### src/design/sdr_pkg.sv
// Purpose: Shared constants and types of the serial-port register block.
// Assumes: Byte addresses on an 8-bit register port, one 32-bit word each.
// Notes:   Field positions are shared by the status and mask words.
package sdr_pkg;
   // ==========================================================
   // Register offsets
   localparam logic [7:0] OFS_CTRL = 8'h00;
   localparam logic [7:0] OFS_MODE = 8'h04;
   localparam logic [7:0] OFS_RDR  = 8'h08;
   localparam logic [7:0] OFS_TDR  = 8'h0C;
   localparam logic [7:0] OFS_SR   = 8'h10;
   localparam logic [7:0] OFS_IER  = 8'h14;
   localparam logic [7:0] OFS_IDR  = 8'h18;
   localparam logic [7:0] OFS_IMR  = 8'h1C;
   localparam logic [7:0] OFS_CSR0 = 8'h30;
   localparam logic [7:0] OFS_CSR3 = 8'h3C;
   // ==========================================================
   // Control, mode and data fields
   localparam int CTRL_EN  = 0;
   localparam int CTRL_DIS = 1;
   localparam int MODE_MST = 0;
   localparam int MODE_VAR = 1;
   localparam int MODE_DEC = 2;
   localparam int SEL_LSB  = 16;
   localparam int FINAL_B  = 24;
   // ==========================================================
   // Select configuration fields
   localparam int CFG_BCT  = 24;
   localparam int CFG_BS   = 16;
   localparam int CFG_BAUD = 8;
   localparam int CFG_BITS = 4;
   localparam int CFG_HOLD = 3;
   localparam int CFG_PHA  = 1;
   localparam int CFG_POL  = 0;
   localparam logic [3:0] BITS_MAX  = 4'h8;
   localparam logic [4:0] BITS_BASE = 5'h08;
   localparam logic [3:0] SEL_NONE  = 4'hF;
   localparam int NUM_SRC  = 10;
   localparam int SR_ENS   = 16;
   localparam int DLY_UNIT = 32;
   // ==========================================================
   // State
   typedef enum logic [1:0] {ST_IDLE, ST_SHIFT, ST_DELAY} sdr_state_e;
   typedef struct packed {
      sdr_state_e       st;
      logic             enabled;
      logic             master;
      logic             var_sel;
      logic             sel_dec;
      logic [3:0]       fixed_sel;
      logic [9:0]       imr;
      logic [3:0][31:0] csr;
      logic [15:0]      rx_data;
      logic [3:0]       rx_sel;
      logic [15:0]      tx_char;
      logic [3:0]       tx_sel;
      logic             tx_final;
      logic             tx_pending;
      logic [9:0]       flg;
      logic             ss_meta;
      logic             ss_sync;
      logic             ss_prev;
      logic             rxz_prev;
      logic             txz_prev;
      logic [3:0]       sel_lines;
      logic             cur_final;
      logic             cur_hold;
      logic [7:0]       cur_bct;
      logic [12:0]      dly;
      logic             tx_load;
      logic [15:0]      tx_out;
      logic [4:0]       bits;
      logic [7:0]       baud;
      logic [7:0]       pre_dly;
      logic             pha;
      logic             pol;
      logic             irq;
      logic [31:0]      rdata;
   } sdr_regs_s;
endpackage

### src/design/sdr_regs.sv
// Purpose: Software register block of a serial peripheral controller.
// Assumes: Shift engine and DMA counters sit outside on CLK_I.
// Notes:   Register reads answer in the cycle after the read strobe.
`timescale 1ns/1ns
module sdr_regs #(
   parameter int DELAY_UNIT = sdr_pkg::DLY_UNIT
) (
   // Clock and reset
   input  wire logic        CLK_I,
   input  wire logic        RST_I,
   // Register port
   input  wire logic [7:0]  ADDR_I,
   input  wire logic [31:0] WDATA_I,
   input  wire logic        WE_I,
   input  wire logic        RE_I,
   output logic      [31:0] RDATA_O,
   // Pin
   input  wire logic        SLAVE_SELECT_IN_I,
   // Shift engine
   input  wire logic        SHIFT_BUSY_I,
   input  wire logic        SHIFT_DONE_I,
   input  wire logic [15:0] RX_CHAR_I,
   input  wire logic        MODE_FAULT_I,
   output logic             TX_LOAD_O,
   output logic      [15:0] TX_CHAR_O,
   output logic      [3:0]  SELECT_LINES_O,
   output logic      [4:0]  CHAR_BITS_O,
   output logic      [7:0]  BAUD_DIVISOR_O,
   output logic      [7:0]  PRE_CLOCK_DELAY_O,
   output logic             CLOCK_PHASE_O,
   output logic             CLOCK_POLARITY_O,
   output logic             MASTER_O,
   output logic             ENABLED_O,
   // DMA counters
   input  wire logic        RX_DMA_ZERO_I,
   input  wire logic        RX_DMA_NEXT_ZERO_I,
   input  wire logic        RX_DMA_WR_I,
   input  wire logic        TX_DMA_ZERO_I,
   input  wire logic        TX_DMA_NEXT_ZERO_I,
   input  wire logic        TX_DMA_WR_I,
   // Interrupt
   output logic             IRQ_O
);

   // ==========================================================
   // Functions

   function automatic logic [3:0] sel_decode(
      input logic [3:0] v,
      input logic       dec
   );
      logic [3:0] o;
      o = sdr_pkg::SEL_NONE;
      if (dec) begin
         o = v;
      end else begin
         for (int i = 3; i >= 0; i--) begin
            if (!v[i]) begin
               o = ~(4'h1 << i);
            end
         end
      end
      return o;
   endfunction

   function automatic logic [1:0] sel_index(
      input logic [3:0] v,
      input logic       dec
   );
      logic [1:0] o;
      o = 2'h3;
      if (dec) begin
         o = v[3:2];
      end else begin
         for (int i = 3; i >= 0; i--) begin
            if (!v[i]) begin
               o = 2'(i);
            end
         end
      end
      return o;
   endfunction

   // Reserved lengths are clamped to the longest legal one.
   function automatic logic [4:0] char_len(input logic [3:0] b);
      logic [3:0] c;
      c = (b > sdr_pkg::BITS_MAX) ? sdr_pkg::BITS_MAX : b;
      return sdr_pkg::BITS_BASE + {1'b0, c};
   endfunction

   function automatic logic [15:0] len_mask(input logic [4:0] n);
      logic [16:0] m;
      m = (17'h1 << n) - 17'h1;
      return m[15:0];
   endfunction

   // ==========================================================
   // State

   sdr_pkg::sdr_regs_s r;
   sdr_pkg::sdr_regs_s n;

   logic [3:0]  sel;
   logic [1:0]  idx;
   logic [31:0] cfg;
   logic        rdr_rd;
   logic        sr_rd;
   logic        tdr_wr;
   logic        csr_hit;
   logic [1:0]  csr_idx;
   logic [31:0] sr_word;
   logic [7:0]  csr_ofs;

   always_comb begin
      n       = r;
      sel     = r.var_sel ? r.tx_sel : r.fixed_sel;
      idx     = sel_index(sel, r.sel_dec);
      cfg     = r.csr[idx];
      rdr_rd  = RE_I && (ADDR_I == sdr_pkg::OFS_RDR);
      sr_rd   = RE_I && (ADDR_I == sdr_pkg::OFS_SR);
      tdr_wr  = WE_I && (ADDR_I == sdr_pkg::OFS_TDR);
      csr_ofs = ADDR_I - sdr_pkg::OFS_CSR0;
      csr_hit = (ADDR_I >= sdr_pkg::OFS_CSR0) && (ADDR_I <= sdr_pkg::OFS_CSR3)
                && (ADDR_I[1:0] == 2'h0);
      csr_idx = csr_ofs[3:2];
      n.tx_load = 1'b0;
      n.rdata   = 32'h0;

      // Only the second and third stages of the pin chain are examined.
      n.ss_meta  = SLAVE_SELECT_IN_I;
      n.ss_sync  = r.ss_meta;
      n.ss_prev  = r.ss_sync;
      n.rxz_prev = RX_DMA_ZERO_I;
      n.txz_prev = TX_DMA_ZERO_I;

      // Clears come first so that a set in the same cycle wins.
      if (rdr_rd) begin
         n.flg[0] = 1'b0;
      end
      if (sr_rd) begin
         n.flg[2] = 1'b0;
         n.flg[3] = 1'b0;
         n.flg[8] = 1'b0;
      end
      if (RX_DMA_WR_I) begin
         n.flg[4] = 1'b0;
      end
      if (TX_DMA_WR_I) begin
         n.flg[5] = 1'b0;
      end

      // ========================================================
      // Register writes
      if (WE_I) begin
         case (ADDR_I)
            sdr_pkg::OFS_CTRL: begin
               if (WDATA_I[sdr_pkg::CTRL_EN]) begin
                  n.enabled = 1'b1;
                  n.flg[1]  = 1'b1;
               end
               if (WDATA_I[sdr_pkg::CTRL_DIS]) begin
                  n.enabled = 1'b0;
                  n.flg[1]  = 1'b0;
               end
            end
            sdr_pkg::OFS_MODE: begin
               n.master    = WDATA_I[sdr_pkg::MODE_MST];
               n.var_sel   = WDATA_I[sdr_pkg::MODE_VAR];
               n.sel_dec   = WDATA_I[sdr_pkg::MODE_DEC];
               n.fixed_sel = WDATA_I[sdr_pkg::SEL_LSB +: 4];
            end
            sdr_pkg::OFS_TDR: begin
               n.tx_char    = WDATA_I[15:0];
               n.tx_sel     = WDATA_I[sdr_pkg::SEL_LSB +: 4];
               n.tx_final   = WDATA_I[sdr_pkg::FINAL_B];
               n.tx_pending = 1'b1;
               n.flg[1]     = 1'b0;
               n.flg[9]     = 1'b0;
            end
            sdr_pkg::OFS_IER: begin
               n.imr = r.imr | WDATA_I[sdr_pkg::NUM_SRC-1:0];
            end
            sdr_pkg::OFS_IDR: begin
               n.imr = r.imr & ~WDATA_I[sdr_pkg::NUM_SRC-1:0];
            end
            default: begin
               if (csr_hit) begin
                  n.csr[csr_idx] = WDATA_I;
               end
            end
         endcase
      end

      // ========================================================
      // Hardware events
      if (MODE_FAULT_I) begin
         n.flg[2] = 1'b1;
      end
      if (r.ss_sync && !r.ss_prev) begin
         n.flg[8] = 1'b1;
      end
      if (RX_DMA_ZERO_I && !r.rxz_prev) begin
         n.flg[4] = 1'b1;
      end
      if (TX_DMA_ZERO_I && !r.txz_prev) begin
         n.flg[5] = 1'b1;
      end
      n.flg[6] = RX_DMA_ZERO_I && RX_DMA_NEXT_ZERO_I;
      n.flg[7] = TX_DMA_ZERO_I && TX_DMA_NEXT_ZERO_I;
      if (SHIFT_DONE_I) begin
         if (r.flg[0] && !rdr_rd) begin
            n.flg[3] = 1'b1;
         end
         n.flg[0]   = 1'b1;
         n.rx_data  = RX_CHAR_I & len_mask(r.bits);
         n.rx_sel   = r.master ? r.sel_lines : 4'h0;
      end

      // ========================================================
      // Transfer sequencing
      case (r.st)
         sdr_pkg::ST_IDLE: begin
            // A data register write in this cycle defers the handoff by one cycle.
            // The enable seen here includes a control write in this cycle, so a disable never meets a load.
            if (n.enabled && r.tx_pending && !tdr_wr && !SHIFT_BUSY_I) begin
               n.tx_load    = 1'b1;
               n.tx_out     = r.tx_char;
               n.tx_pending = 1'b0;
               n.flg[1]     = 1'b1;
               n.sel_lines  = sel_decode(sel, r.sel_dec);
               n.cur_final  = r.var_sel && r.tx_final;
               n.cur_hold   = cfg[sdr_pkg::CFG_HOLD];
               n.cur_bct    = cfg[sdr_pkg::CFG_BCT +: 8];
               n.bits       = char_len(cfg[sdr_pkg::CFG_BITS +: 4]);
               n.baud       = cfg[sdr_pkg::CFG_BAUD +: 8];
               n.pre_dly    = cfg[sdr_pkg::CFG_BS +: 8];
               n.pha        = cfg[sdr_pkg::CFG_PHA];
               n.pol        = cfg[sdr_pkg::CFG_POL];
               n.st         = sdr_pkg::ST_SHIFT;
            end else if (n.enabled && !r.tx_pending && !tdr_wr && !SHIFT_BUSY_I) begin
               n.flg[9] = 1'b1;
            end
         end
         sdr_pkg::ST_SHIFT: begin
            if (SHIFT_DONE_I) begin
               n.dly = 13'(r.cur_bct * DELAY_UNIT);
               n.st  = sdr_pkg::ST_DELAY;
            end
         end
         sdr_pkg::ST_DELAY: begin
            if (r.dly != 13'h0) begin
               n.dly = r.dly - 13'h1;
            end else begin
               if (r.cur_final || !r.cur_hold) begin
                  n.sel_lines = sdr_pkg::SEL_NONE;
               end
               n.st = sdr_pkg::ST_IDLE;
            end
         end
         default: begin
            n.st = sdr_pkg::ST_IDLE;
         end
      endcase
      if (!n.enabled) begin
         n.flg[1] = 1'b0;
         n.flg[9] = 1'b0;
      end

      // ========================================================
      // Status word, interrupt and read data
      sr_word = 32'h0;
      sr_word[sdr_pkg::NUM_SRC-1:0] = r.flg;
      sr_word[sdr_pkg::SR_ENS] = r.enabled;
      n.irq = |(n.flg & n.imr);
      if (RE_I) begin
         case (ADDR_I)
            sdr_pkg::OFS_MODE: begin
               n.rdata[sdr_pkg::MODE_MST] = r.master;
               n.rdata[sdr_pkg::MODE_VAR] = r.var_sel;
               n.rdata[sdr_pkg::MODE_DEC] = r.sel_dec;
               n.rdata[sdr_pkg::SEL_LSB +: 4] = r.fixed_sel;
            end
            sdr_pkg::OFS_RDR: begin
               n.rdata[15:0] = r.rx_data;
               n.rdata[sdr_pkg::SEL_LSB +: 4] = r.rx_sel;
            end
            sdr_pkg::OFS_SR: begin
               n.rdata = sr_word;
            end
            sdr_pkg::OFS_IMR: begin
               n.rdata[sdr_pkg::NUM_SRC-1:0] = r.imr;
            end
            default: begin
               if (csr_hit) begin
                  n.rdata = r.csr[csr_idx];
               end
            end
         endcase
      end
   end

   // ==========================================================
   // Registers

   always_ff @(posedge CLK_I or posedge RST_I) begin
      if (RST_I) begin
         r           <= '0;
         r.st        <= sdr_pkg::ST_IDLE;
         r.sel_lines <= sdr_pkg::SEL_NONE;
         r.flg[4]    <= 1'b1;
         r.flg[5]    <= 1'b1;
         r.flg[6]    <= 1'b1;
         r.flg[7]    <= 1'b1;
         r.bits      <= sdr_pkg::BITS_BASE;
         r.ss_meta   <= 1'b1;
         r.ss_sync   <= 1'b1;
         r.ss_prev   <= 1'b1;
      end else begin
         r <= n;
      end
   end

   // ==========================================================
   // Outputs

   assign RDATA_O           = r.rdata;
   assign TX_LOAD_O         = r.tx_load;
   assign TX_CHAR_O         = r.tx_out;
   assign SELECT_LINES_O    = r.sel_lines;
   assign CHAR_BITS_O       = r.bits;
   assign BAUD_DIVISOR_O    = r.baud;
   assign PRE_CLOCK_DELAY_O = r.pre_dly;
   assign CLOCK_PHASE_O     = r.pha;
   assign CLOCK_POLARITY_O  = r.pol;
   assign MASTER_O          = r.master;
   assign ENABLED_O         = r.enabled;
   assign IRQ_O             = r.irq;

endmodule

### config.mk
export PLATFORM = sky130hd
export DESIGN_NAME = sdr_regs
export DESIGN_NICKNAME = d
export VERILOG_FILES = /design/src/design/sdr_pkg.sv /design/src/design/sdr_regs.sv
export SDC_FILE = /design/constraint.sdc
export NUM_CORES = 1
export LEC_CHECK = 0
export CORE_MARGIN = 10
export CORE_UTILIZATION = 49
export DETAILED_ROUTE_END_ITERATION = 12
export DONT_BUFFER_PORTS = 1
export PLACE_DENSITY = 0.71
export SLEW_MARGIN = 20
export SYNTH_ARGS = -nofsm -noshare
export SYNTH_HDL_FRONTEND = slang
export SYNTH_SLANG_ARGS = --single-unit
### constraint.sdc
create_clock -name CLK_I -period 19.7 [get_ports CLK_I]
set_input_delay 2.955 -clock CLK_I [delete_from_list [all_inputs] [get_ports CLK_I]]
set_output_delay 2.955 -clock CLK_I [all_outputs]
set_load 0.02 [all_outputs]
Word-level counts from Yosys, hierarchy flattened

Cells that the tools add are included.
Widths: inputs -> output; s select.

Flip-flop bits (word level): 305
Bits of input ports: 70
Output and inout port bits: 79

$add $sub $neg: 4
$lt $le $gt $ge: 6
Equal/unequal tests: 14
Shifts and indexed selects: 1
Multiplexer cells: 73
Bitwise logic cells: 6
Reduce and logical (&&, ||, !) cells: 45

Operators by type and width:

| cell                  | number |
|---|---|
| $mux 128              | 2 |
| $mux 32               | 5 |
| $mux 146              | 1 |
| $bmux 32 s2           | 2 |
| $bwmux 128            | 1 |
| $mux 40               | 2 |
| $demux 32 s2          | 1 |
| $mux 4                | 10 |
| $eq 8x5->1 const B    | 4 |
| $pmux 7 s4            | 1 |
| $mux 13               | 2 |
| $pmux 13 s2           | 1 |
| $mux 1                | 25 |
| $and 10x10->10        | 2 |
| $mux 2                | 10 |
| $pmux 10 s2           | 1 |
| $logic_and 1x1->1     | 19 |
| $and 16x16->16        | 1 |
| $eq 8x4->1 const B    | 2 |
| $pmux 4 s4            | 1 |
| $shl 1x5->16 const A  | 1 |
| $sub 16x1->16 const B | 1 |
| $mux 14               | 1 |
| $reduce_bool 13->1    | 1 |
| other kinds (34)      | 52 |

Longest topological paths before layout

Word-level depth: 18
Mapped depth: 10
Gate-level depth less buffers: 8

Worst setup path after synthesis

Ideal clock, no wire load.

Path type: input to register
From: in ADDR_I[7]
To: reg r (netlist bit IRQ_O)
Arrival time: 4,519 ps
Required time: 19,564 ps
Setup slack: 15,045 ps
Stages: 7
Cells stage by stage: or4_1 -> buf_2 -> buf_6 -> o32ai_4 -> a211oi_1 -> a2111oi_2 -> nand4_1

RTL lines:

| what                 | RTL line        | text |
|---|---|---|
| start, declared      | sdr_regs.sv:12  | `input wire logic [7:0] ADDR_I,` |
| end signal, assigned | sdr_regs.sv:319 | `r <= n;` |
| end, declared        | sdr_regs.sv:100 | `sdr_pkg::sdr_regs_s r;` |

==> summary.md <==
| Metric | Value |
|---|---|
| Final Wtd Congestion | `~0.88` |
| Hold path depth | `0` |
| DP Area | `roughly 15,000 µm²` |
| Initial Util | `0.502` |
| Fin. Hold Viols | `0` |
| Reg-to-Reg End | `IRQ_O$_DFF_PP0_` |
| Area of the multi-input gates | `6260 µm²` |
| Critical path fanouts, max | `81` |
| Ys flop type | `dfrtp_1` |
| Number of port buffers | `0` |
| Startpoint class of the critical path | `input port` |
| Switch share | `0.252` |
| DRT Pass-1 Iters | `5` |
| Pin count of the biggest net entering global routing | `roughly 190` |
| Ratio of cells with drive above 1 in the final layout | `0.239` |
| Total wire length | `around 37,000 µm` |
| H-tree depth | `1` |
| CTS resizes | `0` |
| FMAX | `0.179 GHz` |
| Crit path cell chain | `nor4_4 > buf_4 > o211ai_1 > nand4_4 > buf_4 > clkinv_1 > o211ai_1 > nand4_1` |
| Status | `finished clean` |
| Slew Limit Headroom | `0.288` |
| First-pass GRT wire length | `58,300 µm` |
| Die ar. | `~38,000 µm²` |
| CTS tree | `yes` |
| Tightest Pin Transition | `~1.1 ns` |
| Post-CTS Setup Inserts | `0` |
| R2R Path Start | `ENABLED_O$_DFF_PP0_` |
| CP max-delay cell | `clkinv_1` |
| Period Utilization, post-route | `0.283` |
| Synth Net Count | `about 1.4k` |
| Clock skew | `approximately 0.015 ns` |
| Hold Startpoint | `n[103]$_DFF_PP1_` |
| Most frequent cells in the layout | `dfrtp_1 (293), mux2_2 (158), nand2_1 (128)` |
| Cell-internal power | `between 1000 and 1500 µW` |
| WHS Endpoint | `n[102]$_DFF_PP1_` |
| Fill cell count | `approximately 2.5k` |
| CP Data Required Time | `just over 20 ns` |
| WP data arrival | `approximately 6 ns` |
| Hold-fix buffers at CTS | `0` |
| Setup crit end kind | `flop` |
| Buffer levels on the longest clock path | `3` |
| NumNets Final | `1,235` |
| Lkg Pwr | `approximately 0.007 µW` |
| Max cap viols | `0` |
| Most common cell after layout, fill and taps aside | `dfrtp_1` |
| Period minus WS final | `5.58 ns` |
| Design area | `between 15,000 and 20,000 µm²` |
| Mapped Cells | `roughly 1.3k` |
| Max incr delay on CP | `between 0.9 and 1 ns` |
| Vias in the first global route | `roughly 10k` |
| Clk sinks | `305` |
| Synth cell types | `73` |
| Area grow syn2layout | `4.96%` |
| Num CTS Buffers | `31` |
| Rows | `63` |
| # DRC | `0` |
| Worst hold path type | `reg -> reg` |
| Max-slew violations | `0` |
| Clock power frac | `0.410` |
| Die Y | `roughly 200 µm` |
| Post-synthesis register bit count | `305` |
| Root Buffer | `clkbuf_16` |
| Synth top area share | `0.489` |
| Setup violators final | `0` |
| RSZ-0062 raised after global routing | `false` |
| CP Class | `in -> reg` |
| Yosys warns | `0` |
| Register area | `about 7600 µm²` |
| Setup tns final | `0 ns` |
| Sequential cell area fraction in the yosys report | `0.510` |
| Via density | `around 6.1` |
| R2R Setup Slk | `around 16 ns` |
| Power per Cell Area | `slightly above 90 nW/µm²` |
| Total GRT Usage | `0.189` |
| WL/cell | `roughly 23 µm` |
| Hpwl dp | `roughly 24,000 µm` |
| Comb pwr share | `0.100` |
| # IOs | `~150` |
| Clk slew on worst S/H paths | `~0.060 ns` |
| Post-synth EDFFs | `0` |
| Async S/R FF share, synth | `1.00` |
| Clk_lat worst skew | `~0.55 ns` |
| FF-to-FF path depth | `6` |
| Share of power burned in registers | `0.491` |
| Gr ovfl total | `0` |
| Synth area leaders | `dfrtp_1 (49%), mux2_2 (12%), mux4_2 (5.1%)` |
| Core area | `approximately 30,000 µm²` |
| Area leader, netlist | `dfrtp_1` |
| Placed Cells | `between 1.5k and 2k` |
| Delay-heaviest family, CP | `buffers and inverters` |
| Fin cells | `roughly 1.6k` |
| Antenna cells | `0` |
| Syn avg cell area | `~12 µm²` |
| DR vias | `slightly below 10k` |
| Initial drt markers | `740` |
| Synth Cell Area | `15,000 µm²` |
| Crit path buffers/inverters | `3` |
| Initial antenna violation count | `0` |
| Max IR drop VDD | `0.0824 mV` |
| Routed Antenna Nets | `0` |
| Die X | `around 200 µm` |
| P_sw | `368 µW` |
-- routing by layer --
| layer | wire [µm] | vias to the layer above | global-route usage | share of wire |
|---|---|---|---|---|
| li1 | - | 4324 | - | - |
| met1 | 14700 | 4999 | 0.230 | 0.40 |
| met2 | 18100 | 294 | 0.318 | 0.49 |
| met3 | 3070 | 60 | 0.0533 | 0.083 |
| met4 | 1060 | 0 | 0.0592 | 0.029 |
| met5 | 0 | - | 0 | 0 |
-- worst reg2reg max path: cells and delay by family, from the launching register on --
kind,cells,cell delay (ns)
DFF,1,0.53
buffers and inverters,2,1.59
AOI/OAI and AO/OA,2,0.79
and+or+nand+nor,2,0.21
-- per-stage QoR --
stage	setup WS, ns	hold WS (ns)	total power, µW	utilization
2_1_floorplan	8.33	0.345	842	-
3_3_place_gp	13.67	0.346	864	0.490
3_5_place_dp	13.55	0.351	870	0.490
4_1_cts	14.12	0.359	1470	0.526
5_1_grt	13.83	0.361	1520	0.527
6_report	14.12	0.359	1460	0.527
-- worst max-delay path by stage --
stage	from	endpoint	slack (ns)	cells past startpoint
6_report	ADDR_I[7]	IRQ_O$_DFF_PP0_	14.12	8
5_1_grt	ADDR_I[7]	IRQ_O$_DFF_PP0_	13.83	8
4_1_cts	ADDR_I[7]	IRQ_O$_DFF_PP0_	14.12	8
3_5_place_dp	ADDR_I[7]	IRQ_O$_DFF_PP0_	13.55	8
3_3_place_gp	ADDR_I[7]	CHAR_BITS_O[4]$_DFFE_PP0P_	13.67	7
2_1_floorplan	RST_I	BAUD_DIVISOR_O[0]$_DFFE_PP0P_	8.33	1
-- final cells by class --
class                   count  share of cell area
flip-flops and latches    305               0.486
multi-input cells         769               0.398
clock buffers              49              0.0606
well taps                 390              0.0310
inverters                  47              0.0117
repair buffers              9             0.00636
clock inverters             8             0.00628
-- kinds of logic (layout without fill, tap and decap cells) --
logic type	Yosys count	after routing	synth area share
buf+inv	205	113	0.0744
xor+xnor	4	4	0.00234
mux	252	252	0.210
simple gates	274	274	0.0908
compound gates	237	237	0.110
fa+ha+maj	2	2	0.00167
flops	305	305	0.510
-- synth_stat cells, types with 8 or more instances --
library cell  number
and3_1            17
a22oi_1           30
nor2_1            47
o22a_1             8
o211ai_1           8
mux4_2            34
nor3_1             8
buf_2             30
nand3b_1           9
dfrtp_1          293
mux2_2           158
mux2i_1           56
clkbuf_1          47
inv_1             46
nand2_1          128
a41oi_1           12
dfstp_2           12
a31oi_1            8
a21oi_1           27
nand2b_1           9
nand3_1           14
o21ai_0           79
buf_4             76
-- power by group through the flow --
| stage | Sequential [µW] | Clock, µW | Combinational (µW) |
|---|---|---|---|
| after detailed placement | 725 | 0 | 145 |
| after floorplan | 702 | 0 | 139 |
| after global placement | 723 | 0 | 141 |
| after global routing | 721 | 634 | 161 |
| final | 715 | 598 | 145 |
| after CTS | 714 | 608 | 145 |
Power figures use the tool's default switching activity.
